## config.mk

```make
export PLATFORM = sky130hd
export DESIGN_NAME = amrc_alarm_ctrl
export DESIGN_NICKNAME = d
export VERILOG_FILES = /design/src/hdl/amrc_pkg.sv /design/src/hdl/amrc_alarm_ctrl.sv
export SDC_FILE = /design/constraint.sdc
export NUM_CORES = 1
export LEC_CHECK = 0
export BUFFER_PORTS_ARGS = -buffer_cell sky130_fd_sc_hd__buf_2
export CELL_PAD_IN_SITES_DETAIL_PLACEMENT = 0
export CELL_PAD_IN_SITES_GLOBAL_PLACEMENT = 1
export CORE_ASPECT_RATIO = 2
export CORE_MARGIN = 5
export CORE_UTILIZATION = 32
export CTS_CLUSTER_DIAMETER = 30
export DETAILED_ROUTE_END_ITERATION = 8
export PLACE_DENSITY_LB_ADDON = 0.1
export REMOVE_ABC_BUFFERS = 1
export SETUP_SLACK_MARGIN = 0.02
export SLEW_MARGIN = 20
export SYNTH_ARGS = -nofsm -noshare
export SYNTH_HDL_FRONTEND = slang
export SYNTH_SLANG_ARGS = --single-unit
```

## constraint.sdc

```tcl
create_clock -name mclk -period 7.4 [get_ports mclk]
set_clock_uncertainty 0.05 [all_clocks]
set_input_delay 0.37 -clock mclk [delete_from_list [all_inputs] [get_ports mclk]]
set_output_delay 0.37 -clock mclk [all_outputs]
set_load 0.02 [all_outputs]
```

## src/hdl/amrc_pkg.sv

```systemverilog
package amrc_pkg;

  // Register addresses
  localparam logic [15:0] ADDR_LIVE_INT   = 16'h000c;
  localparam logic [15:0] ADDR_LIVE_IN    = 16'h000d;
  localparam logic [15:0] ADDR_LIVE_LH    = 16'h000e;
  localparam logic [15:0] ADDR_LIVE_CAL   = 16'h000f;
  localparam logic [15:0] ADDR_STICKY_INT = 16'h0011;
  localparam logic [15:0] ADDR_STICKY_IN  = 16'h0012;
  localparam logic [15:0] ADDR_STICKY_LH  = 16'h0013;
  localparam logic [15:0] ADDR_STICKY_CAL = 16'h0014;
  localparam logic [15:0] ADDR_MSK_INT    = 16'h0017;
  localparam logic [15:0] ADDR_MSK_IN     = 16'h0018;
  localparam logic [15:0] ADDR_MSK_LH     = 16'h0019;
  localparam logic [15:0] ADDR_MSK_CAL    = 16'h001a;
  localparam logic [15:0] ADDR_SOFT_RST   = 16'h001c;
  localparam logic [15:0] ADDR_FREQ_STEP  = 16'h001d;
  localparam logic [15:0] ADDR_POWER      = 16'h001e;
  localparam logic [15:0] ADDR_WIRE_CFG   = 16'h002b;
  localparam logic [15:0] ADDR_LOSS_EN    = 16'h002c;
  localparam logic [15:0] ADDR_VAL_TIME   = 16'h002d;
  localparam logic [15:0] ADDR_TRIG0_LO   = 16'h002e;
  localparam logic [15:0] ADDR_TRIG0_HI   = 16'h002f;
  localparam logic [15:0] ADDR_TRIG1_LO   = 16'h0030;
  localparam logic [15:0] ADDR_TRIG1_HI   = 16'h0031;
  localparam logic [15:0] ADDR_TRIG2_LO   = 16'h0032;
  localparam logic [15:0] ADDR_TRIG2_HI   = 16'h0033;

  // Bit positions
  localparam int BIT_CAL_PROGRESS = 0;
  localparam int BIT_REF_PIN_LOSS = 1;
  localparam int BIT_BUS_TIMEOUT  = 5;
  localparam int BIT_UNLOCK       = 1;
  localparam int BIT_HOLDOVER     = 5;
  localparam int BIT_LOOP_CAL     = 5;
  localparam int BIT_SOFT_ALL     = 0;
  localparam int BIT_SOFT_OUTER   = 2;
  localparam int BIT_STEP_UP      = 0;
  localparam int BIT_STEP_DOWN    = 1;
  localparam int BIT_LOW_POWER    = 0;
  localparam int BIT_HARD_RST     = 1;
  localparam int BIT_DIV_SYNC     = 2;
  localparam int BIT_THREE_LINE   = 3;
  localparam int BIT_AUTO_REFRESH = 5;
  localparam int BIT_REF_LOSS_OFF = 4;
  localparam int NUM_INPUTS       = 4;
  localparam int NUM_TRIG         = 3;

  // Implemented bits of each flag/mask byte
  localparam logic [7:0] INT_BITS = 8'h23;
  localparam logic [7:0] LH_BITS  = 8'h22;
  localparam logic [7:0] CAL_BITS = 8'h20;
  localparam logic [7:0] MSK_INT_BITS = 8'he3;

  // Reset values
  localparam logic [7:0] MSK_INT_RST = 8'hc0;
  localparam logic [7:0] MSK_IN_RST  = 8'h00;
  localparam logic [7:0] MSK_LH_RST  = 8'h00;
  localparam logic [7:0] MSK_CAL_RST = 8'h00;

  // Validation times and their cycle counts
  localparam int CLK_KHZ     = 200000;
  localparam int VAL_MS_0    = 2;
  localparam int VAL_MS_1    = 100;
  localparam int VAL_MS_2    = 200;
  localparam int VAL_MS_3    = 1000;
  localparam int VAL_CYC_0   = VAL_MS_0 * CLK_KHZ;
  localparam int VAL_CYC_1   = VAL_MS_1 * CLK_KHZ;
  localparam int VAL_CYC_2   = VAL_MS_2 * CLK_KHZ;
  localparam int VAL_CYC_3   = VAL_MS_3 * CLK_KHZ;
  localparam int VAL_CNT_W   = 28;

endpackage

```

## src/hdl/amrc_alarm_ctrl.sv

```systemverilog
`timescale 1ns/1ps

// Behaviour
// - Mask bit 0 blocks calibration-progress flag interrupt
// - Mask bit 1 blocks reference-pin loss interrupt
// - Mask bit 5 blocks bus-timeout flag interrupt
// - Reserved mask bits 6,7 reset to one
// - Mask one blocks alarm, zero lets through
// - Input mask: loss bits 3:0, frequency 7:4
// - Unlock mask bit 1, holdover mask bit 5
// - Calibration mask bit 5 blocks busy flag
// - Soft reset: bit0 whole device, bit2 outer
// - Strobe bits clear themselves after acting
// - Rising edge bit0 steps frequency up
// - Rising edge bit1 steps frequency down
// - Power bit0 holds low power mode
// - Hard reset spares serial port logic
// - Self-clearing bit2 aligns all output dividers
// - Loss enable bits 3:0 per input
// - Bit4 one disables reference-pin loss detection
// - Two-bit validation time per input field
// - Loss alarm held until clean validation time
// - Sixteen-bit trigger levels, low byte first
// - Sticky flags set on status, cleared writing zero
module amrc_alarm_ctrl #(
  parameter int VAL_CYC0 = amrc_pkg::VAL_CYC_0,
  parameter int VAL_CYC1 = amrc_pkg::VAL_CYC_1,
  parameter int VAL_CYC2 = amrc_pkg::VAL_CYC_2,
  parameter int VAL_CYC3 = amrc_pkg::VAL_CYC_3
) (
  // Clock and reset
  input  wire logic        mclk,
  input  wire logic        rst,
  // Register port from serial configuration decoder
  input  wire logic        reg_wr,
  input  wire logic        reg_rd,
  input  wire logic [15:0] reg_addr,
  input  wire logic [7:0]  reg_wdata,
  output logic      [7:0]  reg_rdata,
  // Live status from analog monitors
  input  wire logic        cal_progress,
  input  wire logic        ref_pin_loss,
  input  wire logic        bus_timeout,
  input  wire logic [3:0]  signal_missing,
  input  wire logic [3:0]  freq_out_of_range,
  input  wire logic        loop_unlocked,
  input  wire logic        holdover,
  input  wire logic        loop_cal_busy,
  // Interrupt
  output logic             irq_out,
  // Strobes and controls
  output logic             soft_reset_all,
  output logic             outer_loop_init,
  output logic             freq_step_up,
  output logic             freq_step_down,
  output logic             divider_sync,
  output logic             hard_reset,
  output logic             low_power_request,
  output logic             three_line_select,
  output logic             auto_divider_refresh,
  // Loss detector setup and result
  output logic      [3:0]  input_loss_detect_on,
  output logic             ref_pin_loss_detect_off,
  output logic      [15:0] input_loss_trigger_level0,
  output logic      [15:0] input_loss_trigger_level1,
  output logic      [15:0] input_loss_trigger_level2,
  output logic      [3:0]  input_loss_alarm
);

  localparam int STAT_W = 14;
  localparam int CW     = amrc_pkg::VAL_CNT_W;
  localparam int NI     = amrc_pkg::NUM_INPUTS;

  // Positions in the sampled status vector
  localparam int POS_CAL  = 0;
  localparam int POS_REF  = 1;
  localparam int POS_TMO  = 2;
  localparam int POS_LOSS = 3;
  localparam int POS_FREQ = POS_LOSS + NI;
  localparam int POS_UNLK = POS_FREQ + NI;
  localparam int POS_HOLD = POS_UNLK + 1;
  localparam int POS_LCAL = POS_HOLD + 1;

  typedef struct packed {
    logic [STAT_W-1:0]                sync1;
    logic [STAT_W-1:0]                sync2;
    logic [STAT_W-1:0]                sync3;
    logic [STAT_W-1:0]                filt;
    logic [7:0]                       msk_int;
    logic [7:0]                       msk_in;
    logic [7:0]                       msk_lh;
    logic [7:0]                       msk_cal;
    logic [7:0]                       sticky_int;
    logic [7:0]                       sticky_in;
    logic [7:0]                       sticky_lh;
    logic [7:0]                       sticky_cal;
    logic                             low_power;
    logic                             hard_rst;
    logic                             three_line;
    logic                             auto_refresh;
    logic [3:0]                       loss_en;
    logic                             ref_loss_off;
    logic [7:0]                       val_time;
    logic [amrc_pkg::NUM_TRIG-1:0][15:0] trig;
    logic [3:0]                       alarm;
    logic [NI-1:0][CW-1:0]            cnt;
    logic                             soft_all;
    logic                             soft_outer;
    logic                             step_up;
    logic                             step_down;
    logic                             div_sync;
    logic                             irq;
    logic [7:0]                       rdata;
  } amrc_state_t;

  amrc_state_t r;
  amrc_state_t next_r;

  function automatic amrc_state_t reset_state();
    amrc_state_t s;
    s         = '0;
    s.msk_int = amrc_pkg::MSK_INT_RST;
    s.msk_in  = amrc_pkg::MSK_IN_RST;
    s.msk_lh  = amrc_pkg::MSK_LH_RST;
    s.msk_cal = amrc_pkg::MSK_CAL_RST;
    return s;
  endfunction

  // Host writes 0 to clear; a new event in the same cycle still wins
  function automatic logic [7:0] sticky_next(input logic [7:0] flag, input logic [7:0] live,
                                             input logic wr_hit, input logic [7:0] wdata,
                                             input logic [7:0] bits);
    logic [7:0] clr;
    clr = wr_hit ? ~wdata : 8'h00;
    return ((flag & ~clr) | live) & bits;
  endfunction

  function automatic logic [CW-1:0] val_limit(input logic [1:0] sel);
    logic [CW-1:0] v;
    unique case (sel)
      2'h0: v = CW'(VAL_CYC0 - 1);
      2'h1: v = CW'(VAL_CYC1 - 1);
      2'h2: v = CW'(VAL_CYC2 - 1);
      2'h3: v = CW'(VAL_CYC3 - 1);
    endcase
    return v;
  endfunction

  function automatic logic wr_at(input logic wr, input logic [15:0] a, input logic [15:0] target);
    return wr && (a == target);
  endfunction

  wire  [STAT_W-1:0] stat_in;
  logic [7:0]        live_int;
  logic [7:0]        live_in;
  logic [7:0]        live_lh;
  logic [7:0]        live_cal;
  logic [7:0]        rd_val;

  // Raw monitor levels, all from outside the clock domain
  assign stat_in[POS_CAL]        = cal_progress;
  assign stat_in[POS_REF]        = ref_pin_loss;
  assign stat_in[POS_TMO]        = bus_timeout;
  assign stat_in[POS_LOSS +: NI] = signal_missing;
  assign stat_in[POS_FREQ +: NI] = freq_out_of_range;
  assign stat_in[POS_UNLK]       = loop_unlocked;
  assign stat_in[POS_HOLD]       = holdover;
  assign stat_in[POS_LCAL]       = loop_cal_busy;

  always_comb
  begin
    next_r = r;
    live_int = 8'h00;
    live_in  = 8'h00;
    live_lh  = 8'h00;
    live_cal = 8'h00;
    rd_val   = 8'h00;

    // Three-stage sampling; a change is taken once stages two and three agree
    next_r.sync1 = stat_in;
    next_r.sync2 = r.sync1;
    next_r.sync3 = r.sync2;
    for (int b = 0; b < STAT_W; b++)
    begin
      if (r.sync2[b] == r.sync3[b])
        next_r.filt[b] = r.sync3[b];
    end

    live_int[amrc_pkg::BIT_CAL_PROGRESS] = r.filt[POS_CAL];
    live_int[amrc_pkg::BIT_REF_PIN_LOSS] = r.filt[POS_REF] & ~r.ref_loss_off;
    live_int[amrc_pkg::BIT_BUS_TIMEOUT]  = r.filt[POS_TMO];
    live_in                              = {r.filt[POS_FREQ +: NI], r.alarm};
    live_lh[amrc_pkg::BIT_UNLOCK]        = r.filt[POS_UNLK];
    live_lh[amrc_pkg::BIT_HOLDOVER]      = r.filt[POS_HOLD];
    live_cal[amrc_pkg::BIT_LOOP_CAL]     = r.filt[POS_LCAL];

    // Loss qualification: alarm sets at once, clears after a clean run
    for (int n = 0; n < NI; n++)
    begin
      if (!r.loss_en[n])
      begin
        next_r.alarm[n] = 1'b0;
        next_r.cnt[n]   = '0;
      end
      else if (r.filt[POS_LOSS + n])
      begin
        next_r.alarm[n] = 1'b1;
        next_r.cnt[n]   = '0;
      end
      else if (r.alarm[n])
      begin
        if (r.cnt[n] >= val_limit(r.val_time[2*n +: 2]))
        begin
          next_r.alarm[n] = 1'b0;
          next_r.cnt[n]   = '0;
        end
        else
          next_r.cnt[n] = r.cnt[n] + CW'(1);
      end
    end

    next_r.sticky_int = sticky_next(r.sticky_int, live_int, wr_at(reg_wr, reg_addr, amrc_pkg::ADDR_STICKY_INT),
                                    reg_wdata, amrc_pkg::INT_BITS);
    next_r.sticky_in  = sticky_next(r.sticky_in, live_in, wr_at(reg_wr, reg_addr, amrc_pkg::ADDR_STICKY_IN),
                                    reg_wdata, 8'hff);
    next_r.sticky_lh  = sticky_next(r.sticky_lh, live_lh, wr_at(reg_wr, reg_addr, amrc_pkg::ADDR_STICKY_LH),
                                    reg_wdata, amrc_pkg::LH_BITS);
    next_r.sticky_cal = sticky_next(r.sticky_cal, live_cal, wr_at(reg_wr, reg_addr, amrc_pkg::ADDR_STICKY_CAL),
                                    reg_wdata, amrc_pkg::CAL_BITS);

    // Strobes read back as zero and last one cycle
    next_r.soft_all   = 1'b0;
    next_r.soft_outer = 1'b0;
    next_r.step_up    = 1'b0;
    next_r.step_down  = 1'b0;
    next_r.div_sync   = 1'b0;

    if (reg_wr)
    begin
      unique case (reg_addr)
        amrc_pkg::ADDR_MSK_INT:   next_r.msk_int = reg_wdata & amrc_pkg::MSK_INT_BITS;
        amrc_pkg::ADDR_MSK_IN:    next_r.msk_in  = reg_wdata;
        amrc_pkg::ADDR_MSK_LH:    next_r.msk_lh  = reg_wdata & amrc_pkg::LH_BITS;
        amrc_pkg::ADDR_MSK_CAL:   next_r.msk_cal = reg_wdata & amrc_pkg::CAL_BITS;
        amrc_pkg::ADDR_SOFT_RST:
        begin
          next_r.soft_all   = reg_wdata[amrc_pkg::BIT_SOFT_ALL];
          next_r.soft_outer = reg_wdata[amrc_pkg::BIT_SOFT_OUTER];
        end
        amrc_pkg::ADDR_FREQ_STEP:
        begin
          // Bit always reads 0, so every written 1 is a rising edge
          next_r.step_up   = reg_wdata[amrc_pkg::BIT_STEP_UP];
          next_r.step_down = reg_wdata[amrc_pkg::BIT_STEP_DOWN];
        end
        amrc_pkg::ADDR_POWER:
        begin
          next_r.low_power = reg_wdata[amrc_pkg::BIT_LOW_POWER];
          next_r.hard_rst  = reg_wdata[amrc_pkg::BIT_HARD_RST];
          next_r.div_sync  = reg_wdata[amrc_pkg::BIT_DIV_SYNC];
        end
        amrc_pkg::ADDR_WIRE_CFG:
        begin
          next_r.three_line   = reg_wdata[amrc_pkg::BIT_THREE_LINE];
          next_r.auto_refresh = reg_wdata[amrc_pkg::BIT_AUTO_REFRESH];
        end
        amrc_pkg::ADDR_LOSS_EN:
        begin
          next_r.loss_en      = reg_wdata[NI-1:0];
          next_r.ref_loss_off = reg_wdata[amrc_pkg::BIT_REF_LOSS_OFF];
        end
        amrc_pkg::ADDR_VAL_TIME:  next_r.val_time      = reg_wdata;
        amrc_pkg::ADDR_TRIG0_LO:  next_r.trig[0][7:0]  = reg_wdata;
        amrc_pkg::ADDR_TRIG0_HI:  next_r.trig[0][15:8] = reg_wdata;
        amrc_pkg::ADDR_TRIG1_LO:  next_r.trig[1][7:0]  = reg_wdata;
        amrc_pkg::ADDR_TRIG1_HI:  next_r.trig[1][15:8] = reg_wdata;
        amrc_pkg::ADDR_TRIG2_LO:  next_r.trig[2][7:0]  = reg_wdata;
        amrc_pkg::ADDR_TRIG2_HI:  next_r.trig[2][15:8] = reg_wdata;
        default:                  ;
      endcase
    end

    // Any unmasked sticky flag raises the line
    next_r.irq = |(r.sticky_int & ~r.msk_int & amrc_pkg::INT_BITS)
               | |(r.sticky_in  & ~r.msk_in)
               | |(r.sticky_lh  & ~r.msk_lh)
               | |(r.sticky_cal & ~r.msk_cal);

    // A read beside a write in one cycle sees the old value
    unique case (reg_addr)
      amrc_pkg::ADDR_LIVE_INT:   rd_val = live_int;
      amrc_pkg::ADDR_LIVE_IN:    rd_val = live_in;
      amrc_pkg::ADDR_LIVE_LH:    rd_val = live_lh;
      amrc_pkg::ADDR_LIVE_CAL:   rd_val = live_cal;
      amrc_pkg::ADDR_STICKY_INT: rd_val = r.sticky_int;
      amrc_pkg::ADDR_STICKY_IN:  rd_val = r.sticky_in;
      amrc_pkg::ADDR_STICKY_LH:  rd_val = r.sticky_lh;
      amrc_pkg::ADDR_STICKY_CAL: rd_val = r.sticky_cal;
      amrc_pkg::ADDR_MSK_INT:    rd_val = r.msk_int;
      amrc_pkg::ADDR_MSK_IN:     rd_val = r.msk_in;
      amrc_pkg::ADDR_MSK_LH:     rd_val = r.msk_lh;
      amrc_pkg::ADDR_MSK_CAL:    rd_val = r.msk_cal;
      amrc_pkg::ADDR_POWER:
      begin
        rd_val[amrc_pkg::BIT_LOW_POWER] = r.low_power;
        rd_val[amrc_pkg::BIT_HARD_RST]  = r.hard_rst;
      end
      amrc_pkg::ADDR_WIRE_CFG:
      begin
        rd_val[amrc_pkg::BIT_THREE_LINE]   = r.three_line;
        rd_val[amrc_pkg::BIT_AUTO_REFRESH] = r.auto_refresh;
      end
      amrc_pkg::ADDR_LOSS_EN:
      begin
        rd_val[NI-1:0]                     = r.loss_en;
        rd_val[amrc_pkg::BIT_REF_LOSS_OFF] = r.ref_loss_off;
      end
      amrc_pkg::ADDR_VAL_TIME:   rd_val = r.val_time;
      amrc_pkg::ADDR_TRIG0_LO:   rd_val = r.trig[0][7:0];
      amrc_pkg::ADDR_TRIG0_HI:   rd_val = r.trig[0][15:8];
      amrc_pkg::ADDR_TRIG1_LO:   rd_val = r.trig[1][7:0];
      amrc_pkg::ADDR_TRIG1_HI:   rd_val = r.trig[1][15:8];
      amrc_pkg::ADDR_TRIG2_LO:   rd_val = r.trig[2][7:0];
      amrc_pkg::ADDR_TRIG2_HI:   rd_val = r.trig[2][15:8];
      default:                   rd_val = 8'h00;
    endcase
    if (reg_rd)
      next_r.rdata = rd_val;

    // Hard reset clears everything but the serial wiring, the read data and the samplers;
    // it also clears its own bit, so it acts for exactly one cycle
    if (r.hard_rst)
    begin
      next_r            = reset_state();
      next_r.three_line = r.three_line;
      next_r.sync1      = r.sync1;
      next_r.sync2      = r.sync2;
      next_r.sync3      = r.sync3;
      next_r.filt       = r.filt;
      next_r.rdata      = r.rdata;
    end
  end

  always_ff @(posedge mclk)
  begin
    if (rst)
      r <= reset_state();
    else
      r <= next_r;
  end

  assign reg_rdata                 = r.rdata;
  assign irq_out                   = r.irq;
  assign soft_reset_all            = r.soft_all;
  assign outer_loop_init           = r.soft_outer;
  assign freq_step_up              = r.step_up;
  assign freq_step_down            = r.step_down;
  assign divider_sync              = r.div_sync;
  assign hard_reset                = r.hard_rst;
  assign low_power_request         = r.low_power;
  assign three_line_select         = r.three_line;
  assign auto_divider_refresh      = r.auto_refresh;
  assign input_loss_detect_on      = r.loss_en;
  assign ref_pin_loss_detect_off   = r.ref_loss_off;
  assign input_loss_trigger_level0 = r.trig[0];
  assign input_loss_trigger_level1 = r.trig[1];
  assign input_loss_trigger_level2 = r.trig[2];
  assign input_loss_alarm          = r.alarm;

endmodule

```

# Yosys cells after proc, flatten, opt, wreduce, memory -nomap -nowiden
# Index checks and enable logic that the tools add are counted.
# W data, S select, Z words.
# word_totals
ff_bits	281
latch_bits	0
ramBits	0
rom_bits	0
input_bits	42
out_inout_bits	75
elab_cells	242
memories	0
# op_classes
add_sub_neg	4
multipliers	0
div	0
order_cmp	4
n_eq_ne	50
shifts	0
muxes	42
bitwise_logic	35
n_reduce_logical	54
# op_table
operator	count
$mux W28	16
$pmux W28 S4	4
$eq A16 B5 Y1 const B	11
$eq A16 B6 Y1 const B	9
$add A28 B1 Y28 const B	4
$ge A28 B28 Y1	4
$eq A16 B4 Y1 const B	4
$reduce_and A2 Y1	29
$pmux W2 S19	1
$pmux W1 S14	2
$pmux W2 S14	1
$reduce_or A4 Y1	7
$and A6 B6 Y6	4
$not A6 Y6	4
$not A8 Y8	3
$reduce_or A8 Y1	3
$pmux W1 S20	1
$mux W6	3
$or A6 B6 Y6	3
$and A6 B8 Y8	2
$and A8 B8 Y8	2
$eq A2 B2 Y1 const B	8
$not A6 Y8	2
$pmux W1 S15	1
13 further kinds	61

# Logic depth before layout (Yosys ltp)
# Gate-level depths: netlist (run 1).
# depth
depth_word	9
depth_mapped	13
depth_no_buf	11

# Worst setup path after synthesis (run 1)
# No wires, ideal clock.
# synth_path
path_kind	reg2reg
startpoint	register r[181] (netlist name)
endpoint	register r[47] (netlist name)
setup_time_ns	0.070
arrival_time_ns	2.663
slack_ns	4.616
path_stages_with_launch	14
path_buffers	2
period_less_slack_ns	2.784
cell_sequence	dfxtp_1 > inv_1 > nand2_1 > inv_1 > ha_1 > a21o_1 > a21o_1 > a21o_1 > o311a_1 > or3_1 > buf_6 > buf_2 > nor3_1 > o21bai_1
# synth_via
elab_chain_len	7
elab_cells_between_ends	10
cone_classes	order compare (1); eq/ne (3); mux (5); reduce/logical (1)
# synth_lines
item	line_no	rtl
start: declaration	amrc_alarm_ctrl.sv:116	amrc_state_t r;
start signal: assignment	amrc_alarm_ctrl.sv:347	r <= reset_state();
start signal: assignment	amrc_alarm_ctrl.sv:349	r <= next_r;
$eq A2 B2 Y1 (tied with other cells)	amrc_alarm_ctrl.sv:140	unique case (sel)
$pmux W28 S4 *	amrc_alarm_ctrl.sv:140	
$mux W28 *	amrc_alarm_ctrl.sv:210	else if (r.alarm[n])
$mux W28 *	amrc_alarm_ctrl.sv:205	else if (r.filt[POS_LOSS + n])
$mux W28 *	amrc_alarm_ctrl.sv:200	if (!r.loss_en[n])
$ge A28 B28 Y1 *	amrc_alarm_ctrl.sv:212	if (r.cnt[n] >= val_limit(r.val_time[2*n +: 2]))
$mux W28 *	amrc_alarm_ctrl.sv:212	
# Every way passes the cells marked *; elsewhere a longest branch is shown, timed or not. The select of a mux whose other input is x is not followed.
# A chain may end at the register's enable or synchronous reset.

# Worst setup path in the final report (run 1)
# layout_path
startpoint	register r[179] (netlist name)
endpoint	register r[32] (netlist name)
# The elaborated chain is that of the path after synthesis.

==> results of run 1 <==
power breakdown:
part | total (mW) | internal (mW) | switching (mW) | leakage [nW]
logic | 0.0963 | 0.0280 | 0.0683 | 3.72
clock network | 2.85 | 1.96 | 0.893 | 1.04
registers | 1.53 | 1.53 | 0.00594 | 2.27
through the flow:
stage / total power [mW] / util, % / hold slack [ns] / setup slack, ns
after global placement: 1.65 / 33.6 / 0.410 / 3.99
after floorplan: 1.59 / - / 0.389 / 2.17
final: 4.48 / 38.4 / 0.0176 / 3.91
after global routing: 4.62 / 38.4 / 0.0523 / 3.54
after detailed placement: 1.65 / 33.6 / 0.415 / 3.91
after CTS: 4.55 / 38.4 / 0.0108 / 3.86
cells in the mapped netlist (all sizes together), types with 4 or more instances:
master	n	area share (%)
dfxtp	281	37
nand2	272	6.7
a21oi	205	6.7
nor2	138	3.4
nand3	125	4.1
o21ai	92	3.0
buf	89	4.0
ha	84	6.9
inv	77	1.9
clkbuf	65	1.6
mux2i	51	3.4
nor3	40	1.6
a31oi	38	1.6
nand4	31	1.4
and3	30	1.3
nand2b	22	0.90
a22o	18	1.0
a21o	17	0.84
nor2b	17	0.70
and2	16	0.66
a22oi	14	0.69
and4	14	0.81
a221oi	12	0.69
or3	12	0.53
a211oi	11	0.54
nor4	11	0.77
o21a	11	0.54
o311ai	9	0.86
o22ai	8	0.33
a222oi	7	0.46
a41oi	7	0.45
xnor2	7	0.40
xor2	7	0.40
a211o	6	0.35
nand3b	6	0.30
o211ai	6	0.30
or2	4	0.16
state kept, by name, summed over array words and instances (netlist names), 2 cells and up:
signal,count
input_loss_alarm,4
input_loss_detect_on,4
input_loss_trigger_level0,16
input_loss_trigger_level1,16
input_loss_trigger_level2,16
live_in,4
live_int,2
live_lh,2
r,197
reg_rdata,8
logic make-up (layout without fill, tap and decap cells):
kind of cell             Yosys count  in the layout
XOR/XNOR                          14             14
flip-flops                       281            281
buffers and inverters            231            331
adder cells (fa/ha/maj)           84             84
other                              0              1
AND/OR/NAND/NOR                  749            749
AO/OA/AOI/OAI                    488            488
multiplexers                      55             55
area by class of cell:
cell class | count | share of cell area [%]
flip-flops and latches | 281 | 31.0
clock buffers | 71 | 8.65
repair buffers | 146 | 4.60
clock inverters | 37 | 3.16
inverters | 77 | 1.59
multi-input cells | 1390 | 46.6
diodes | 1 | 0.0138
well taps | 632 | 4.36
worst max-delay path, cell delays in order (launching register included):
cell       delay [ns]
dfxtp_1          0.42
inv_1            0.12
nand2_1          0.16
ha_1             0.26
a21o_1           0.18
a211oi_1         0.33
a2111oi_0        0.17
a21o_1           0.25
a211oi_4         0.75
buf_4            0.40
a41oi_1          0.15
a31oi_1          0.15
path summary, 6_finish.rpt:
kind                                   to
max                                 r[32]
min reg2reg  input_loss_trigger_level1[8]
max reg2reg                         r[32]
min                                r[313]
metal layers:
layer | part of all wire (%) | vias up
li1 | - | 6909
met1 | 49 | 6392
met2 | 42 | 367
met3 | 6.2 | 75
met4 | 2.8 | 2
met5 | 0.015 | -
what timing repair did:
action,CTS,global route
setup endpoints to repair,0,0
gates resized for setup,0,0
endpoints found under the hold margin,12,0
hold buffers,12,0
==> flow_summary.ini, run 1 <==
[run]
maxCapViolCount = 0

[global_route]
busiest_layer = met2
track_usage_pct = 18.1
grt_pass1_vias = 13200
use_met2_pct = 27.0
met3_usage_pct = 3.38
grt_max_degree = 76
grt_overflow = 0
antenna_found_initial = 2
grt_pass1_wl_um = 76600
met1_usage_pct = 26.5

[logic_synthesis]
syn_inst = 1902
ys_types = 78
yosys.area_share.simple_pct = 24.0
synth-async-reset-ratio_pct = 0
synth_warnings = 0
synthMuxAreaShare_pct = 3.73
ys.flop_type = dfxtp_1
synth_compound_area_share_pct = 20.0
synth_edf_count = 0
ys_ff_latch = 281
ys_seq_area_share_pct = 37.0
synth_xor_area_share_pct = 0.806
netlist_area_um2 = 15200
avgSynthCellArea_um2 = 8.00
synth_fa_ha_area_share_pct = 6.91
synth_top_family_by_area = simple AND/OR/NAND/NOR gates

[sta]
timing.fmax_mhz = 287
relSlewSlack_pct = 25.9
fin_crit_sh_pct = 47.1
rsz0062_at_grt = false
setup_tns_ns = 0
maxSlewViolCount = 0
finalSetupViolCount = 0
period_needed_ns = 3.49
hold_violations = 0
worst_pin_slew_ns = 1.11

[finish]
regArea_um2 = 5630
fin_nets = 2079
layout-drive-gt1-share_pct = 13.6
area_delta_synth_final_pct = 19.4
multiInputGateArea_um2 = 8460
final_common_cell = dfxtp_1
final_cell_mix = dfxtp_1 (280), nand2_1 (272), a21oi_1 (204)
nFillCells = 4994
finalInstanceArea_um2 = 18200
fin_cells = 2635

[clock_network]
cts_post_setup_buffers_inserted = 0
numCtsBuffers = 57
clock_path_buffers = 3
cts_tree = built
clk_latency_ns = 0.59
clkTransAtPathRegs_ns = 0.05
cts_htree_levels = 2
cts.sinks = 281
root_buffer = clkbuf_16

[worst_setup_path]
crit_required_ns = 7.84
critical_path.startpoint = r[179]
crit_fanout = 27
reg2regPathDepth = 11
r2r_slack_ns = 3.91
critPathCaptureType = flip-flop
reg2reg_from = r[179]
critPathKind = flip-flop to flip-flop
critPathLaunchType = flip-flop
crit_arrival_ns = 3.93

[power]
power_density_nw_per_um2 = 247
worst_ir_drop_vdd_mv = 0.197
p_leak_nw = 7.03

[floorplan]
initial_core_util_pct = 32.2
num_rows = 113
ios = 117
die_w_um = 164
die_h_um = 318
core_um2 = 47200
fp.dieArea_um2 = 52200

[routing]
ant_nets = 0
firstDrtPassIters = 5
drc = 0
wl_per_cell_um = 18.3
drt_iter0_drc = 902
avgViaCountPerCell = 5.22
routed_wl_um = 48200
vias = 13700

[status]
status = completed

[placed_design]
portBuffers = 116
globalplace.congestion = 0.833
hpwlAfterDp_um = 34100
postPlaceCellArea_um2 = 15900
placed_cells = 2514

[hold_path]
hp-class = input port to flip-flop
worstHoldStart = holdover
min_path_cells = 3
Note: power is estimated with default switching activity, not from simulation.
==> run 2: changes to the inputs <==
==> constraint.sdc (replaced) <==
create_clock -name mclk -period 2.9 [get_ports mclk]
set_clock_uncertainty 0.05 [all_clocks]
set_input_delay 0.145 -clock mclk [delete_from_list [all_inputs] [get_ports mclk]]
set_output_delay 0.145 -clock mclk [all_outputs]
set_load 0.02 [all_outputs]
==> run 2 against run 1 <==
Compared with the run above: sequential share of layout area shrank 1.5 points; count of clock-buffer cells in the layout grew 15; maximum frequency grew 26%; largest cell class unchanged.
==> flow_summary.ini, run 2 (synthesis results as in run 1) <==
[worst_setup_path]
crit_arrival_ns = 3.23
r2r_slack_ns = 0.13
reg2regPathDepth = 12
crit_fanout = 13
critPathKind = flip-flop to flip-flop
crit_required_ns = 3.35
critPathLaunchType = flip-flop
critPathCaptureType = flip-flop
r2r-end = r[65]
reg2reg_from = r[181]

[placed_design]
hpwlAfterDp_um = 35300
post-place-ws_ns = 0.0548
portBuffers = 116
placed_cells = 2586
globalplace.congestion = 0.851
postPlaceCellArea_um2 = 16600

[routing]
firstDrtPassIters = 6
drc = 0
wl_per_cell_um = 18.3
routed_wl_um = 50000
avgViaCountPerCell = 5.13
vias = 14000
drt_iter0_drc = 914
ant_nets = 0

[power]
power_density_nw_per_um2 = 601
p_leak_nw = 7.55
worst_ir_drop_vdd_mv = 0.402

[clock_network]
clkTransAtPathRegs_ns = 0.06
cts_htree_levels = 3
cts_tree = built
clock_path_buffers = 3
clk_latency_ns = 0.57
cts.sinks = 281
numCtsBuffers = 66
root_buffer = clkbuf_16
cts_post_setup_buffers_inserted = 0

[status]
status = completed

[finish]
finalInstanceArea_um2 = 19100
fin_nets = 2176
layout-drive-gt1-share_pct = 17.5
nFillCells = 4937
fin_cells = 2734
largest_reg_flops = 197
postLayoutCoreUtil_pct = 40.5
final_cell_mix = dfxtp_1 (277), nand2_1 (270), a21oi_1 (204)
area_delta_synth_final_pct = 25.7
regMostFlops = r
final_common_cell = dfxtp_1

[global_route]
grt_overflow = 0
grt_pass1_wl_um = 79000
grt_max_degree = 53
track_usage_pct = 18.9
grt_pass1_vias = 13700
antenna_found_initial = 1

[floorplan]
die_h_um = 318
core_um2 = 47200
die_w_um = 164
initial_core_util_pct = 32.2
num_rows = 113
ios = 117
fp.dieArea_um2 = 52200

[sta]
finalSetupViolCount = 0
hold_violations = 0
fin_crit_sh_pct = 95.6
period_needed_ns = 2.77
timing.fmax_mhz = 361
relSlewSlack_pct = 48.4
rsz0062_at_grt = true
fin_ws_ns = 0.127
hold_slack_ns = 0.140
worst_pin_slew_ns = 0.767
maxSlewViolCount = 0

[hold_path]
hp-class = input port to flip-flop
worstHoldStart = reg_rd
min_path_cells = 5
min_to = reg_rdata[3]

[run]
maxCapViolCount = 0
## run 2: changes by cell type in the layout (fill, tap and decap cells not counted), moves of 3 or more
cell,change
dfxtp_1,-3
clkbuf_16,+13
dfxtp_2,+3
nor2_1,-3
buf_4,+62
clkbuf_1,+5
bufinv_16,-9
nor2_2,+3
clkinv_2,+7
buf_12,+10
dlygate4sd3_1,+14
## run 2: area by class of cell
class	count	area, um2	area share [%]
diodes	1	2.50	0.0131
clock buffers	86	1850	9.68
clock inverters	33	339	1.77
inverters	77	289	1.51
multi-input cells	1390	8520	44.6
flip-flops and latches	281	5630	29.5
well taps	632	791	4.14
repair buffers	234	1690	8.85
## run 2: metal layers
metal  share of wire [%]  up-vias  track usage, %
li1                    -     7094               -
met2                  43      333            28.4
met5                   0        -               0
met1                  49     6530            27.2
met3                 5.4       79            3.67
met4                 2.5        0            5.99
## run 2: where the power goes
group          switching [mW]  total (mW)  internal (mW)
Sequential             0.0154        3.91           3.90
Clock                    2.44        7.30           4.85
Combinational           0.179       0.277         0.0973
Total                    2.64        11.5           8.85
## run 2: what timing repair did
action / CTS / global route
resized for setup: 0 / 19
endpoints found under the setup margin: 0 / 70
hold buffers: 26 / 0
hold endpoints to repair: 100 / 0
## run 2: worst max path at each step
stage / slack (ns) / start / depth (start not counted) / to
global route: 0.007 / r[183] / 12 / r[83]
finish: 0.13 / r[181] / 12 / r[65]
detailed placement: 0.05 / r[181] / 12 / r[52]
CTS: 0.03 / r[182] / 11 / r[92]
floorplan: -2.33 / hard_reset / 5 / r[23]
global placement: 0.07 / r[181] / 12 / r[65]
## run 2: stage by stage
step	setup TNS, ns	power [mW]
after floorplan	-164.78	4.07
after global placement	0	4.24
after detailed placement	0	4.24
after CTS	0	11.7
after global routing	0	11.9
final	0	11.5
## run 2: critical path, stage by stage (launching register included)
cell and delay [ns]:
dfxtp_1 0.31, inv_2 0.08, nand2_2 0.07, buf_4 0.14
ha_1 0.28, a21o_1 0.16, a21o_1 0.16, a21o_1 0.18
o311a_1 0.31, or3_4 0.38, buf_12 0.17, or3_1 0.34
o21ai_1 0.07
